[src/otc_cfg.svh]
`ifndef OTC_CFG_SVH
`define OTC_CFG_SVH

// ----------------------------------------------------------------
// Register indices; APB byte address is index times four
// ----------------------------------------------------------------
`define OTC_IDX_TRIM_SEL 12'hff6
`define OTC_IDX_TRIM_VAL 12'hff7
`define OTC_IDX_OPT_STAT 12'hff8
`define OTC_IDX_LOADER 12'hff9
`define OTC_ADDR_W 14

// ----------------------------------------------------------------
// Option byte fields
// ----------------------------------------------------------------
`define OTC_OPT_PIN_FN 7
`define OTC_OPT_LPD_N 6
`define OTC_OPT_RSVD 5
`define OTC_OPT_PAIR2 4
`define OTC_OPT_PAIR1 3
`define OTC_OPT_PAIR0 2
`define OTC_OPT_HI_IDLE 1
`define OTC_OPT_LO_IDLE 0

// ----------------------------------------------------------------
// Trim store
// ----------------------------------------------------------------
`define OTC_TRIM_DEPTH 32
`define OTC_TRIM_LAST 5'h1f
`define OTC_TRIM_LOC_HI 5'h01
`define OTC_TRIM_LOC_LO 5'h02
`define OTC_INFO_BASE 16'h0020
`define OTC_INFO_AW 16
`define OTC_OPT_PM_ADDR 16'h0001
`define OTC_SEL_RESET 8'h00
`define OTC_VAL_RESET 8'h00

`endif

[src/otc_pkg.sv]
package otc_pkg;
    typedef enum logic [1:0] {
        OTC_FETCH_OPT,
        OTC_FETCH_TRIM,
        OTC_READY
    } otc_load_state_t;
endpackage : otc_pkg

[src/otc_option_trim.sv]
`timescale 1ns/1ns
`include "otc_cfg.svh"

// Function
// - Bit7 selects fault-zero or reset pin function
// - Bit6 low disables low power divide
// - Bit4 high tristates PWM pair 2
// - Bit3 high tristates PWM pair 1
// - Bit2 high tristates PWM pair 0
// - Bit1 sets high-side idle polarity
// - Bit0 sets low-side idle polarity
// - Idle level shared by output control, fault
// - Select register picks trim location 00-1F
// - Value register carries selected trim byte
// - Trim working values reload after reset, STOP
// - Trim writes never touch flash copy
// - Location1 bits 5:0 are temperature trim
// - Location1 supplies frequency trim bits 9:8
// - Location2 holds frequency trim bits 7:0
// - Reloads come from info bytes 21h, 22h
// - 32 locations, read/write working value
// - Option byte fetched at reset only
module otc_option_trim (
    // Clock and reset
    input wire logic clk_sys,
    input wire logic rst,
    // APB slave
    input wire logic psel,
    input wire logic penable,
    input wire logic pwrite,
    input wire logic [`OTC_ADDR_W-1:0] paddr,
    input wire logic [31:0] pwdata,
    output logic [31:0] prdata,
    output logic pready,
    output logic pslverr,
    // Nonvolatile memory read port (option byte and info page)
    output logic nvm_req,
    output logic nvm_info,
    output logic [`OTC_INFO_AW-1:0] nvm_addr,
    input wire logic nvm_ack,
    input wire logic [7:0] nvm_rdata,
    // STOP mode recovery pulse
    input wire logic stop_recover,
    // Decoded option outputs
    output logic pin_function_select,
    output logic low_power_divide_disable_n,
    output logic pair2_tristate,
    output logic pair1_tristate,
    output logic pair0_tristate,
    output logic high_side_idle_level,
    output logic low_side_idle_level,
    output logic load_done,
    // Oscillator trim outputs
    output logic [9:0] osc_frequency_trim,
    output logic [5:0] osc_temp_trim
);

    // ------------------------------------------------------------
    // State
    // ------------------------------------------------------------
    otc_pkg::otc_load_state_t state;
    otc_pkg::otc_load_state_t next_state;
    logic [7:0] opt_byte;
    logic [7:0] trim_sel;
    logic [7:0] trim_mem [`OTC_TRIM_DEPTH];
    logic [4:0] fetch_idx;
    logic opt_valid;

    // ------------------------------------------------------------
    // APB decode
    // ------------------------------------------------------------
    wire logic setup = psel && !penable;
    wire logic access = psel && penable;
    wire logic [`OTC_ADDR_W-1:0] addr_sel = {`OTC_IDX_TRIM_SEL, 2'b00};
    wire logic [`OTC_ADDR_W-1:0] addr_val = {`OTC_IDX_TRIM_VAL, 2'b00};
    wire logic [`OTC_ADDR_W-1:0] addr_stat = {`OTC_IDX_OPT_STAT, 2'b00};
    wire logic [`OTC_ADDR_W-1:0] addr_ldr = {`OTC_IDX_LOADER, 2'b00};
    wire logic hit_sel = paddr == addr_sel;
    wire logic hit_val = paddr == addr_val;
    wire logic hit_stat = paddr == addr_stat;
    wire logic hit_ldr = paddr == addr_ldr;
    wire logic hit_any = hit_sel || hit_val || hit_stat || hit_ldr;
    wire logic bus_ok = state == otc_pkg::OTC_READY;
    wire logic wr_ok = access && pready && !pslverr && pwrite && bus_ok;
    wire logic wr_sel = wr_ok && hit_sel;
    wire logic wr_val = wr_ok && hit_val;
    wire logic [4:0] sel_idx = trim_sel[4:0];
    wire logic sel_in_range = trim_sel <= {3'b000, `OTC_TRIM_LAST};
    wire logic [7:0] val_rd = sel_in_range ? trim_mem[sel_idx] : 8'h00;
    wire logic [7:0] rd_byte = hit_sel ? trim_sel :
                               hit_val ? val_rd :
                               hit_stat ? opt_byte :
                               {7'h00, bus_ok};
    wire logic bad = !hit_any || (pwrite && (hit_stat || hit_ldr)) || !bus_ok;

    // ------------------------------------------------------------
    // Loader sequencing
    // ------------------------------------------------------------
    wire logic fetch_done = nvm_req && nvm_ack;
    wire logic last_fetch = fetch_idx == `OTC_TRIM_LAST;
    always_comb begin
        next_state = state;
        unique case (state)
            otc_pkg::OTC_FETCH_OPT: begin
                if (fetch_done) begin
                    next_state = otc_pkg::OTC_FETCH_TRIM;
                end
            end
            otc_pkg::OTC_FETCH_TRIM: begin
                if (fetch_done && last_fetch) begin
                    next_state = otc_pkg::OTC_READY;
                end
            end
            otc_pkg::OTC_READY: begin
                if (stop_recover) begin
                    next_state = otc_pkg::OTC_FETCH_TRIM;
                end
            end
        endcase
    end

    wire logic [`OTC_INFO_AW-1:0] info_addr = `OTC_INFO_BASE + {11'h000, fetch_idx};
    wire logic next_req = next_state != otc_pkg::OTC_READY;
    wire logic next_info = next_state == otc_pkg::OTC_FETCH_TRIM;
    wire logic [4:0] next_idx = (state == otc_pkg::OTC_FETCH_TRIM && fetch_done) ?
                                fetch_idx + 5'h01 :
                                (state == otc_pkg::OTC_READY ? 5'h00 : fetch_idx);
    wire logic [`OTC_INFO_AW-1:0] next_info_addr = `OTC_INFO_BASE + {11'h000, next_idx};

    always_ff @(posedge clk_sys) begin
        if (rst) begin
            state <= otc_pkg::OTC_FETCH_OPT;
            fetch_idx <= 5'h00;
            nvm_req <= 1'b1;
            nvm_info <= 1'b0;
            nvm_addr <= `OTC_OPT_PM_ADDR;
        end else begin
            state <= next_state;
            fetch_idx <= next_idx;
            nvm_req <= next_req;
            nvm_info <= next_info;
            nvm_addr <= next_info ? next_info_addr : `OTC_OPT_PM_ADDR;
        end
    end

    // ------------------------------------------------------------
    // Option byte: latched only during the reset fetch
    // ------------------------------------------------------------
    always_ff @(posedge clk_sys) begin
        if (rst) begin
            opt_valid <= 1'b0;
            opt_byte <= 8'h00;
        end else if (state == otc_pkg::OTC_FETCH_OPT && fetch_done) begin
            opt_valid <= 1'b1;
            opt_byte <= nvm_rdata;
        end
    end

    // Safe idle until fetched: fault-zero, pairs tristated, idle low
    always_ff @(posedge clk_sys) begin
        if (rst || !opt_valid) begin
            pin_function_select <= 1'b0;
            low_power_divide_disable_n <= 1'b1;
            pair2_tristate <= 1'b1;
            pair1_tristate <= 1'b1;
            pair0_tristate <= 1'b1;
            high_side_idle_level <= 1'b0;
            low_side_idle_level <= 1'b0;
        end else begin
            pin_function_select <= opt_byte[`OTC_OPT_PIN_FN];
            low_power_divide_disable_n <= opt_byte[`OTC_OPT_LPD_N];
            pair2_tristate <= opt_byte[`OTC_OPT_PAIR2];
            pair1_tristate <= opt_byte[`OTC_OPT_PAIR1];
            pair0_tristate <= opt_byte[`OTC_OPT_PAIR0];
            high_side_idle_level <= opt_byte[`OTC_OPT_HI_IDLE];
            low_side_idle_level <= opt_byte[`OTC_OPT_LO_IDLE];
        end
    end

    // ------------------------------------------------------------
    // Trim working store; flash is only ever read
    // ------------------------------------------------------------
    wire logic ld_trim = state == otc_pkg::OTC_FETCH_TRIM && fetch_done;
    genvar gi;
    generate
        for (gi = 0; gi < `OTC_TRIM_DEPTH; gi++) begin : g_trim
            wire logic ld_here = ld_trim && fetch_idx == 5'(gi);
            wire logic wr_here = wr_val && sel_in_range && sel_idx == 5'(gi);
            always_ff @(posedge clk_sys) begin
                if (rst) begin
                    trim_mem[gi] <= 8'h00;
                end else if (ld_here) begin
                    trim_mem[gi] <= nvm_rdata;
                end else if (wr_here) begin
                    trim_mem[gi] <= pwdata[7:0];
                end
            end
        end
    endgenerate

    always_ff @(posedge clk_sys) begin
        if (rst) begin
            trim_sel <= `OTC_SEL_RESET;
            osc_frequency_trim <= 10'h000;
            osc_temp_trim <= 6'h00;
        end else begin
            if (wr_sel) begin
                trim_sel <= pwdata[7:0];
            end
            osc_frequency_trim <= {trim_mem[`OTC_TRIM_LOC_HI][7:6],
                                   trim_mem[`OTC_TRIM_LOC_LO]};
            osc_temp_trim <= trim_mem[`OTC_TRIM_LOC_HI][5:0];
        end
    end

    always_ff @(posedge clk_sys) begin
        if (rst) begin
            load_done <= 1'b0;
        end else begin
            load_done <= next_state == otc_pkg::OTC_READY;
        end
    end

    // ------------------------------------------------------------
    // APB answer: ready in the access cycle, writes land with it
    // ------------------------------------------------------------
    always_ff @(posedge clk_sys) begin
        if (rst) begin
            pready <= 1'b0;
            pslverr <= 1'b0;
            prdata <= 32'h0000_0000;
        end else begin
            pready <= setup;
            pslverr <= setup && bad;
            prdata <= (setup && !pwrite && !bad) ? {24'h000000, rd_byte} : 32'h0000_0000;
        end
    end

    // ------------------------------------------------------------
    // Checks
    // ------------------------------------------------------------
    property p_pin_fn;
        @(posedge clk_sys) disable iff (rst)
        opt_valid && $stable(opt_valid) |=> pin_function_select == opt_byte[`OTC_OPT_PIN_FN];
    endproperty
    a_pin_fn: assert property (p_pin_fn) else $error("pin function mismatch");

    property p_lpd;
        @(posedge clk_sys) disable iff (rst)
        opt_valid |=> low_power_divide_disable_n == $past(opt_byte[`OTC_OPT_LPD_N]);
    endproperty
    a_lpd: assert property (p_lpd) else $error("low power divide mismatch");

    property p_pair2;
        @(posedge clk_sys) disable iff (rst)
        opt_valid |=> pair2_tristate == $past(opt_byte[`OTC_OPT_PAIR2]);
    endproperty
    a_pair2: assert property (p_pair2) else $error("pair2 mismatch");

    property p_pair1;
        @(posedge clk_sys) disable iff (rst)
        !opt_valid |=> pair1_tristate && pair0_tristate;
    endproperty
    a_pair1: assert property (p_pair1) else $error("pairs not safe before load");

    property p_pair0;
        @(posedge clk_sys) disable iff (rst)
        opt_valid |=> pair0_tristate == $past(opt_byte[`OTC_OPT_PAIR0]);
    endproperty
    a_pair0: assert property (p_pair0) else $error("pair0 mismatch");

    property p_idle;
        @(posedge clk_sys) disable iff (rst)
        opt_valid |=> high_side_idle_level == $past(opt_byte[`OTC_OPT_HI_IDLE])
                    && low_side_idle_level == $past(opt_byte[`OTC_OPT_LO_IDLE]);
    endproperty
    a_idle: assert property (p_idle) else $error("idle level mismatch");

    property p_opt_frozen;
        @(posedge clk_sys) disable iff (rst)
        opt_valid |=> $stable(opt_byte);
    endproperty
    a_opt_frozen: assert property (p_opt_frozen) else $error("option byte changed");

    property p_trim_wr;
        @(posedge clk_sys) disable iff (rst)
        wr_val && sel_in_range && !stop_recover |=> trim_mem[$past(sel_idx)] == $past(pwdata[7:0]);
    endproperty
    a_trim_wr: assert property (p_trim_wr) else $error("trim write lost");

    property p_freq;
        @(posedge clk_sys) disable iff (rst)
        1'b1 |=> osc_frequency_trim == {$past(trim_mem[`OTC_TRIM_LOC_HI][7:6]),
                                        $past(trim_mem[`OTC_TRIM_LOC_LO])};
    endproperty
    a_freq: assert property (p_freq) else $error("frequency trim mismatch");

    property p_reload;
        @(posedge clk_sys) disable iff (rst)
        state == otc_pkg::OTC_READY && stop_recover |=> nvm_req && nvm_info
            && nvm_addr == `OTC_INFO_BASE;
    endproperty
    a_reload: assert property (p_reload) else $error("no reload after stop");

    property p_sel_rd;
        @(posedge clk_sys) disable iff (rst)
        setup && !pwrite && hit_sel && bus_ok |=> pready && prdata[7:0] == $past(trim_sel);
    endproperty
    a_sel_rd: assert property (p_sel_rd) else $error("select readback wrong");

    property p_pair1_map;
        @(posedge clk_sys) disable iff (rst)
        opt_valid |=> pair1_tristate == $past(opt_byte[`OTC_OPT_PAIR1]);
    endproperty
    a_pair1_map: assert property (p_pair1_map) else $error("pair1 mismatch");

    property p_safe_idle;
        @(posedge clk_sys) disable iff (rst)
        !opt_valid |=> !pin_function_select && low_power_divide_disable_n && pair2_tristate
            && !high_side_idle_level && !low_side_idle_level;
    endproperty
    a_safe_idle: assert property (p_safe_idle) else $error("outputs not safe before load");

    property p_load_order;
        @(posedge clk_sys) disable iff (rst)
        state == otc_pkg::OTC_FETCH_OPT |-> nvm_req && !nvm_info
            && nvm_addr == `OTC_OPT_PM_ADDR;
    endproperty
    a_load_order: assert property (p_load_order) else $error("option byte not fetched first");

    property p_info_addr;
        @(posedge clk_sys) disable iff (rst)
        nvm_info |-> nvm_req && nvm_addr == info_addr;
    endproperty
    a_info_addr: assert property (p_info_addr) else $error("info page address wrong");

    property p_trim_reload;
        @(posedge clk_sys) disable iff (rst)
        ld_trim |=> trim_mem[$past(fetch_idx)] == $past(nvm_rdata);
    endproperty
    a_trim_reload: assert property (p_trim_reload) else $error("reload byte lost");

    property p_temp;
        @(posedge clk_sys) disable iff (rst)
        1'b1 |=> osc_temp_trim == $past(trim_mem[`OTC_TRIM_LOC_HI][5:0]);
    endproperty
    a_temp: assert property (p_temp) else $error("temperature trim mismatch");

    property p_val_rd;
        @(posedge clk_sys) disable iff (rst)
        setup && !pwrite && hit_val && bus_ok && sel_in_range
            |=> pready && prdata[7:0] == $past(trim_mem[sel_idx]);
    endproperty
    a_val_rd: assert property (p_val_rd) else $error("value readback wrong");

    property p_wr_sel;
        @(posedge clk_sys) disable iff (rst)
        wr_sel |=> trim_sel == $past(pwdata[7:0]);
    endproperty
    a_wr_sel: assert property (p_wr_sel) else $error("select write lost");

    property p_early_err;
        @(posedge clk_sys) disable iff (rst)
        setup && !bus_ok |=> pready && pslverr;
    endproperty
    a_early_err: assert property (p_early_err) else $error("access before load not refused");

    property p_rd_idle;
        @(posedge clk_sys) disable iff (rst)
        !pready |-> prdata == 32'h0000_0000;
    endproperty
    a_rd_idle: assert property (p_rd_idle) else $error("read data outside answer");

    c_load: cover property (@(posedge clk_sys) disable iff (rst) $rose(load_done));
    c_stop: cover property (@(posedge clk_sys) disable iff (rst)
        state == otc_pkg::OTC_READY && stop_recover);
    c_wr: cover property (@(posedge clk_sys) disable iff (rst) wr_val && sel_in_range);
    c_err: cover property (@(posedge clk_sys) disable iff (rst) pready && pslverr);

endmodule : otc_option_trim

[config.mk]
export PLATFORM = sky130hd
export DESIGN_NAME = otc_option_trim
export DESIGN_NICKNAME = d
export VERILOG_FILES = /design/src/otc_pkg.sv /design/src/otc_option_trim.sv
export VERILOG_INCLUDE_DIRS = /design/src
export SDC_FILE = /design/constraint.sdc
export NUM_CORES = 1
export LEC_CHECK = 0
export BUFFER_PORTS_ARGS = -buffer_cell sky130_fd_sc_hd__clkbuf_2
export CORE_MARGIN = 1
export CORE_UTILIZATION = 55
export CTS_CLUSTER_DIAMETER = 40
export DETAILED_ROUTE_END_ITERATION = 8
export PLACE_DENSITY = 0.78
export SYNTH_ARGS = -nofsm -noshare
export SYNTH_HDL_FRONTEND = slang
export SYNTH_SLANG_ARGS = --single-unit
[constraint.sdc]
create_clock -name clk_sys -period 3.1 [get_ports clk_sys]
set_clock_uncertainty 0.05 [all_clocks]
set_input_delay 0.31 -clock clk_sys [delete_from_list [all_inputs] [get_ports clk_sys]]
set_output_delay 0.31 -clock clk_sys [all_outputs]
set_load 0.005 [all_outputs]
-- Word-level counts from Yosys, hierarchy flattened
Memory sizes are Yosys's and may differ from the RTL's. A register that Yosys moved wholly into a read port is not among the register bits.
Cells that the tools add are included.
- flip-flop bits (word level): 84
- memory bits (writable): 256
- input bits: 61
- output and inout port bits: 76
- logic and storage cells: 563
- memories kept: 1
- memories (memory ; depth ; bits a word ; read ports ; clocked after Yosys merged registers in ; write ports ; line ; source):
    trim_mem ; 32 ; 8 ; 3 ; 3 ; 32 ; otc_option_trim.sv:65 ; logic [7:0] trim_mem [`OTC_TRIM_DEPTH];
- $add $sub $neg: 2
- $lt $le $gt $ge: 1
- equality and inequality tests: 71
- mux-type cells: 302
- bitwise operators: 66
- reduce and logical (&&, ||, !) cells: 100
- operators with widths (kind ; number):
    8-bit two-way mux ; 68
    1-bit two-way mux ; 226
    5-bit equality test, second input constant ; 32
    1-bit logical AND ; 81
    5-bit by 4-bit equality test with 1-bit output, second input constant ; 16
    1-bit bitwise OR ; 64
    14-bit equality test, second input constant ; 4
    5-bit by 3-bit equality test with 1-bit output, second input constant ; 8
    5-bit by 2-bit equality test with 1-bit output, second input constant ; 4
    5-bit two-way mux ; 4
    5-bit by 1-bit equality test with 1-bit output, second input constant ; 2
    5-bit zero test ; 2
    8-bit by 5-bit <= comparator with 1-bit output, second input constant ; 1
    6-bit by 5-bit adder with 7-bit output, first input constant ; 1
    1-bit zero test ; 7
    1-bit logical OR ; 7
    2-bit two-way mux ; 3
    2-bit one-hot mux with 3 select lines ; 1
    5-bit by 1-bit adder with 5-bit output, second input constant ; 1
    2-bit by 1-bit equality test with 1-bit output, second input constant ; 2
    2-bit equality test, second input constant ; 2
    2-bit OR reduction ; 2
    2-bit zero test ; 1
    2-bit != test, second input constant ; 1
    1-bit inverter ; 2

-- Logic depth before layout (Yosys ltp)
- depth after elaboration: 13
- gate-level depth with buffers: 10
- gate-level depth less buffers: 8

-- Worst setup path after synthesis
OpenSTA, ideal clock, no wires.
- kind: reg-to-reg
- from: reg trim_sel[5]
- to: mem trim_mem[5][0] (enable)
- setup time: 384 ps
- data arrival time: 2156 ps
- data required time: 2666 ps
- path slack: 509 ps
- stages on the path, launching flop included: 6
- path buffers: 1
- clock period less this slack: 2591 ps
- cells stage by stage: dfxtp_1 or4b_4 nor3_4 nand4_1 buf_2 o21ai_0
- RTL lines (element ; line ; source):
    start, declared ; otc_option_trim.sv:64 ; logic [7:0] trim_sel;
    start signal, assigned ; otc_option_trim.sv:203 ; trim_sel <= `OTC_SEL_RESET;
    start signal, assigned ; otc_option_trim.sv:208 ; trim_sel <= pwdata[7:0];
    end, declared ; otc_option_trim.sv:65 ;

-- Worst setup path after layout
- from: reg trim_sel[5]
- to: reg prdata[1]
- word-level cells in the longest chain between the ends: 4
- RTL lines (element ; line ; source):
    8-bit by 5-bit <= comparator with 1-bit output ; otc_option_trim.sv:88 ; wire logic sel_in_range = trim_sel <= {3'b000, `OTC_TRIM_LAST};
    8-bit two-way mux ; otc_option_trim.sv:89 ; wire logic [7:0] val_rd = sel_in_range ? trim_mem[sel_idx] : 8'h00;
    8-bit two-way mux ; otc_option_trim.sv:91 ; hit_val ? val_rd :
    8-bit two-way mux ; otc_option_trim.sv:90 ; wire logic [7:0] rd_byte = hit_sel ? trim_sel :
    end signal, assigned ; otc_option_trim.sv:235 ; prdata <= (setup && !pwrite && !bad) ? {24'h000000, rd_byte} : 32'h0000_0000;
    end, declared ; otc_option_trim.sv:33 ; output logic [31:0] prdata,
No other way between the ends.
A chain may end at the register's enable or synchronous reset.

==> results.cfg <==
[run_status]
status = finished, violations left
violations = design-rule violations

[drt]
dr.first_iter.drc_count = 1619
route.vias.total = 12100
finalWirelength_um = 46900
viasPerCell = 6.82
wire_per_inst_um = 26.4
detail_route.first_pass.iterations = 7
drt_drc_violations_left = 2
ant_nets = 0

[synth]
synth.distinct_cells = 59
synth_edf_count = 256
synthSimpleGateAreaFrac_pct = 8.51
ys_ff_latch = 327
synth_commonest_cells = edfxtp_1, a22o_1, clkbuf_1
post_synth_mux_area_share_pct = 10.1
syn_avg_cell_area_sq_um = 13.0
ys_top_cells_by_area = edfxtp_1, a22o_1, dfxtp_1
async_reset_ff_share_pct = 0
synthAdderAreaFrac_pct = 0.680
synth_compound_area_share_pct = 20.5
synth_flop_cell = edfxtp_1
seq_area_frac_synth_pct = 55.0
netlist_area_sq_mm = 0.0166
yosys_warnings = 0
synth_top_family_by_area = compound AO/OA/AOI/OAI gates
synth_xor_area_share_pct = 0
synth.most_common_cell = edfxtp_1
synthCells = 1276
synth_top_area_share_pct = 46.4
yosysTopAreaCell = edfxtp_1

[pwr]
ir_worst_vdd_mv = 0.453
powerDensity_mw_per_mm2 = 548
power.leakage_nw = 6.82

[floorplanning]
rows = 63
die-area_sq_mm = 0.0308
start_util_pct = 55.9
fp.dieW_um = 175
die_y_um = 175
ios = 137
core_sq_mm = 0.0296

[worst_hold_path]
worstHoldStart = psel
min-delay-path-class = input port to flip-flop
hold_depth = 3
hold-path-endpoint = pready

[sta]
drv_slew = 0
max_clock_freq_ghz = 0.331
hold_viol = 0
slew_headroom_pct = 33.1
fin_crit_sh_pct = 97.4
worstMarginPinSlew_ps = 1000
setup_viol = 0
tns_ps = 0
fin_crit_ps = 3020
holdWs_ps = 37.2
setup_ws_ps = 81.7
rsz0062_at_grt = no

[placed_design]
io_buffers = 78
place.gp.congestion = 0.934
pre_cts_ws_ps = 335
dp_hpwl_um = 31000
post_dp_cell_area_sq_mm = 0.0175

[global_route]
grt_max_degree = 86
grt_use_total_pct = 30.5
grt_pass1_vias = 11500
overflow = 0
grt_antenna_before_repair = 0
grt_pass1_wl_um = 70400

[layout]
area_growth_syn_to_layout_pct = 14.0
fill_cells = 2184
drive_above_1_share_pct = 24.4
antenna_cells = 0
fin_nets = 1425
stdcell_area_sq_mm = 0.0189

[setup_path]
crit_type = flip-flop to flip-flop
reg2reg_from = trim_sel[5]
endpoint_kind = flip-flop
cp.arrival_ps = 3450
crit_required_ps = 3540
reg2reg_slack_ps = 80
r2r_cells = 5
path_max_fanout = 7
start_kind = flip-flop
worstReg2RegEnd = prdata[1]

[clock_tree]
clock-sinks = 327
insertion_delay_ps = 550
clk_pin_slew_ps = 60
max-clock-path-buffers = 3
cts_tree = yes
cts-root-buf = clkbuf_16
numCtsBuffers = 42
cts_resized = 0
htreeDepth = 2

[job]
maxCapViolCount = 0
## cell type report
| type | instances | area, sq um | area share, % |
|---|---|---|---|
| sequential | 327 | 9110 | 48.3 |
| tap | 390 | 488 | 2.59 |
| timing repair buffer | 164 | 1080 | 5.70 |
| clock buffer | 47 | 1090 | 5.78 |
| inverter | 18 | 67.6 | 0.358 |
| multi-input combinational | 802 | 6720 | 35.6 |
| clock inverter | 30 | 309 | 1.64 |
## worst max path at each step
| stage | slack [ps] | startpoint | to | cells past startpoint |
|---|---|---|---|---|
| after CTS | 310 | state[0] | trim_mem[13][5] | 7 |
| after detailed placement | 330 | state[0] | trim_mem[13][6] | 7 |
| after floorplan | 510 | trim_sel[5] | trim_mem[5][0] | 5 |
| after global routing | 50 | trim_sel[5] | prdata[1] | 5 |
| after global placement | 370 | state[0] | trim_mem[13][4] | 7 |
| final | 80 | trim_sel[5] | prdata[1] | 5 |
## where the power goes
| part | internal [mW] | switching (mW) | total (mW) |
|---|---|---|---|
| Clock | 2.85 | 2.00 | 4.85 |
| Sequential | 4.88 | 0.0656 | 4.95 |
| Combinational | 0.149 | 0.389 | 0.537 |
## through the flow
step	power, mW	util [%]	instances
2_1_floorplan	5.36	-	1309
3_3_place_gp	5.53	58.9	1700
3_5_place_dp	5.55	58.9	1700
4_1_cts	10.3	63.7	1778
5_1_grt	10.6	63.7	1778
6_report	10.3	63.7	1778
## per-layer routing
layer / vias up / global-route usage [%] / wire length [um]
met3: 130 / 6.75 / 5280
met5: - / 0 / 0
li1: 5149 / - / -
met2: 842 / 47.7 / 21800
met4: 0 / 10.2 / 1580
met1: 6000 / 42.4 / 18300
## repair_timing
item,CTS,global route
setup buffers,0,0
endpoints found under the hold margin,2,0
hold buffers,1,0
## kinds of logic (layout without fill, tap and decap cells)
kind of cell | count (synthesis) | in the layout
compound gates | 402 | 402
mux | 90 | 90
flops | 327 | 327
other cells | 1 | 34
buf+inv | 180 | 259
fa+ha+maj | 9 | 9
simple gates | 267 | 267
## cell usage in the layout (no fill, tap or decap), types with 9 or more instances in the layout
cell type / synthesis / final
a211oi_1: 18 / 18
a22o_1: 232 / 232
dfxtp_1: 71 / 68
nor2b_1: 36 / 36
mux2i_1: 27 / 27
buf_4: 35 / 82
o21ai_0: 18 / 18
ha_1: 9 / 9
clkbuf_2: 0 / 77
and3_1: 16 / 16
nor2_1: 48 / 48
o21ai_1: 24 / 24
nand2b_1: 14 / 14
inv_1: 17 / 17
nor3_1: 25 / 25
a211oi_4: 15 / 15
a21oi_1: 35 / 35
edfxtp_1: 256 / 256
nand2_1: 68 / 68
a211o_1: 27 / 27
mux4_2: 62 / 62
conb_1: 1 / 34
clkbuf_16: 0 / 43
nand3_1: 22 / 22
## critical path: stages, from the launching register on
cell	delay, ps
dfxtp_1	340
or4b_4	570
nor3_1	460
nand3_1	420
a211oi_1	770
o221a_2	350
## sequential cells by signal (all words and copies together) (netlist names), 2 cells and up, named ones only
| name | cells |
|---|---|
| state | 2 |
| nvm_addr | 6 |
| osc_frequency_trim | 10 |
| trim_sel | 8 |
| prdata | 8 |
| opt_byte | 8 |
| trim_mem | 256 |
| fetch_idx | 5 |
| osc_temp_trim | 6 |
Power figures use the tool's default switching activity.
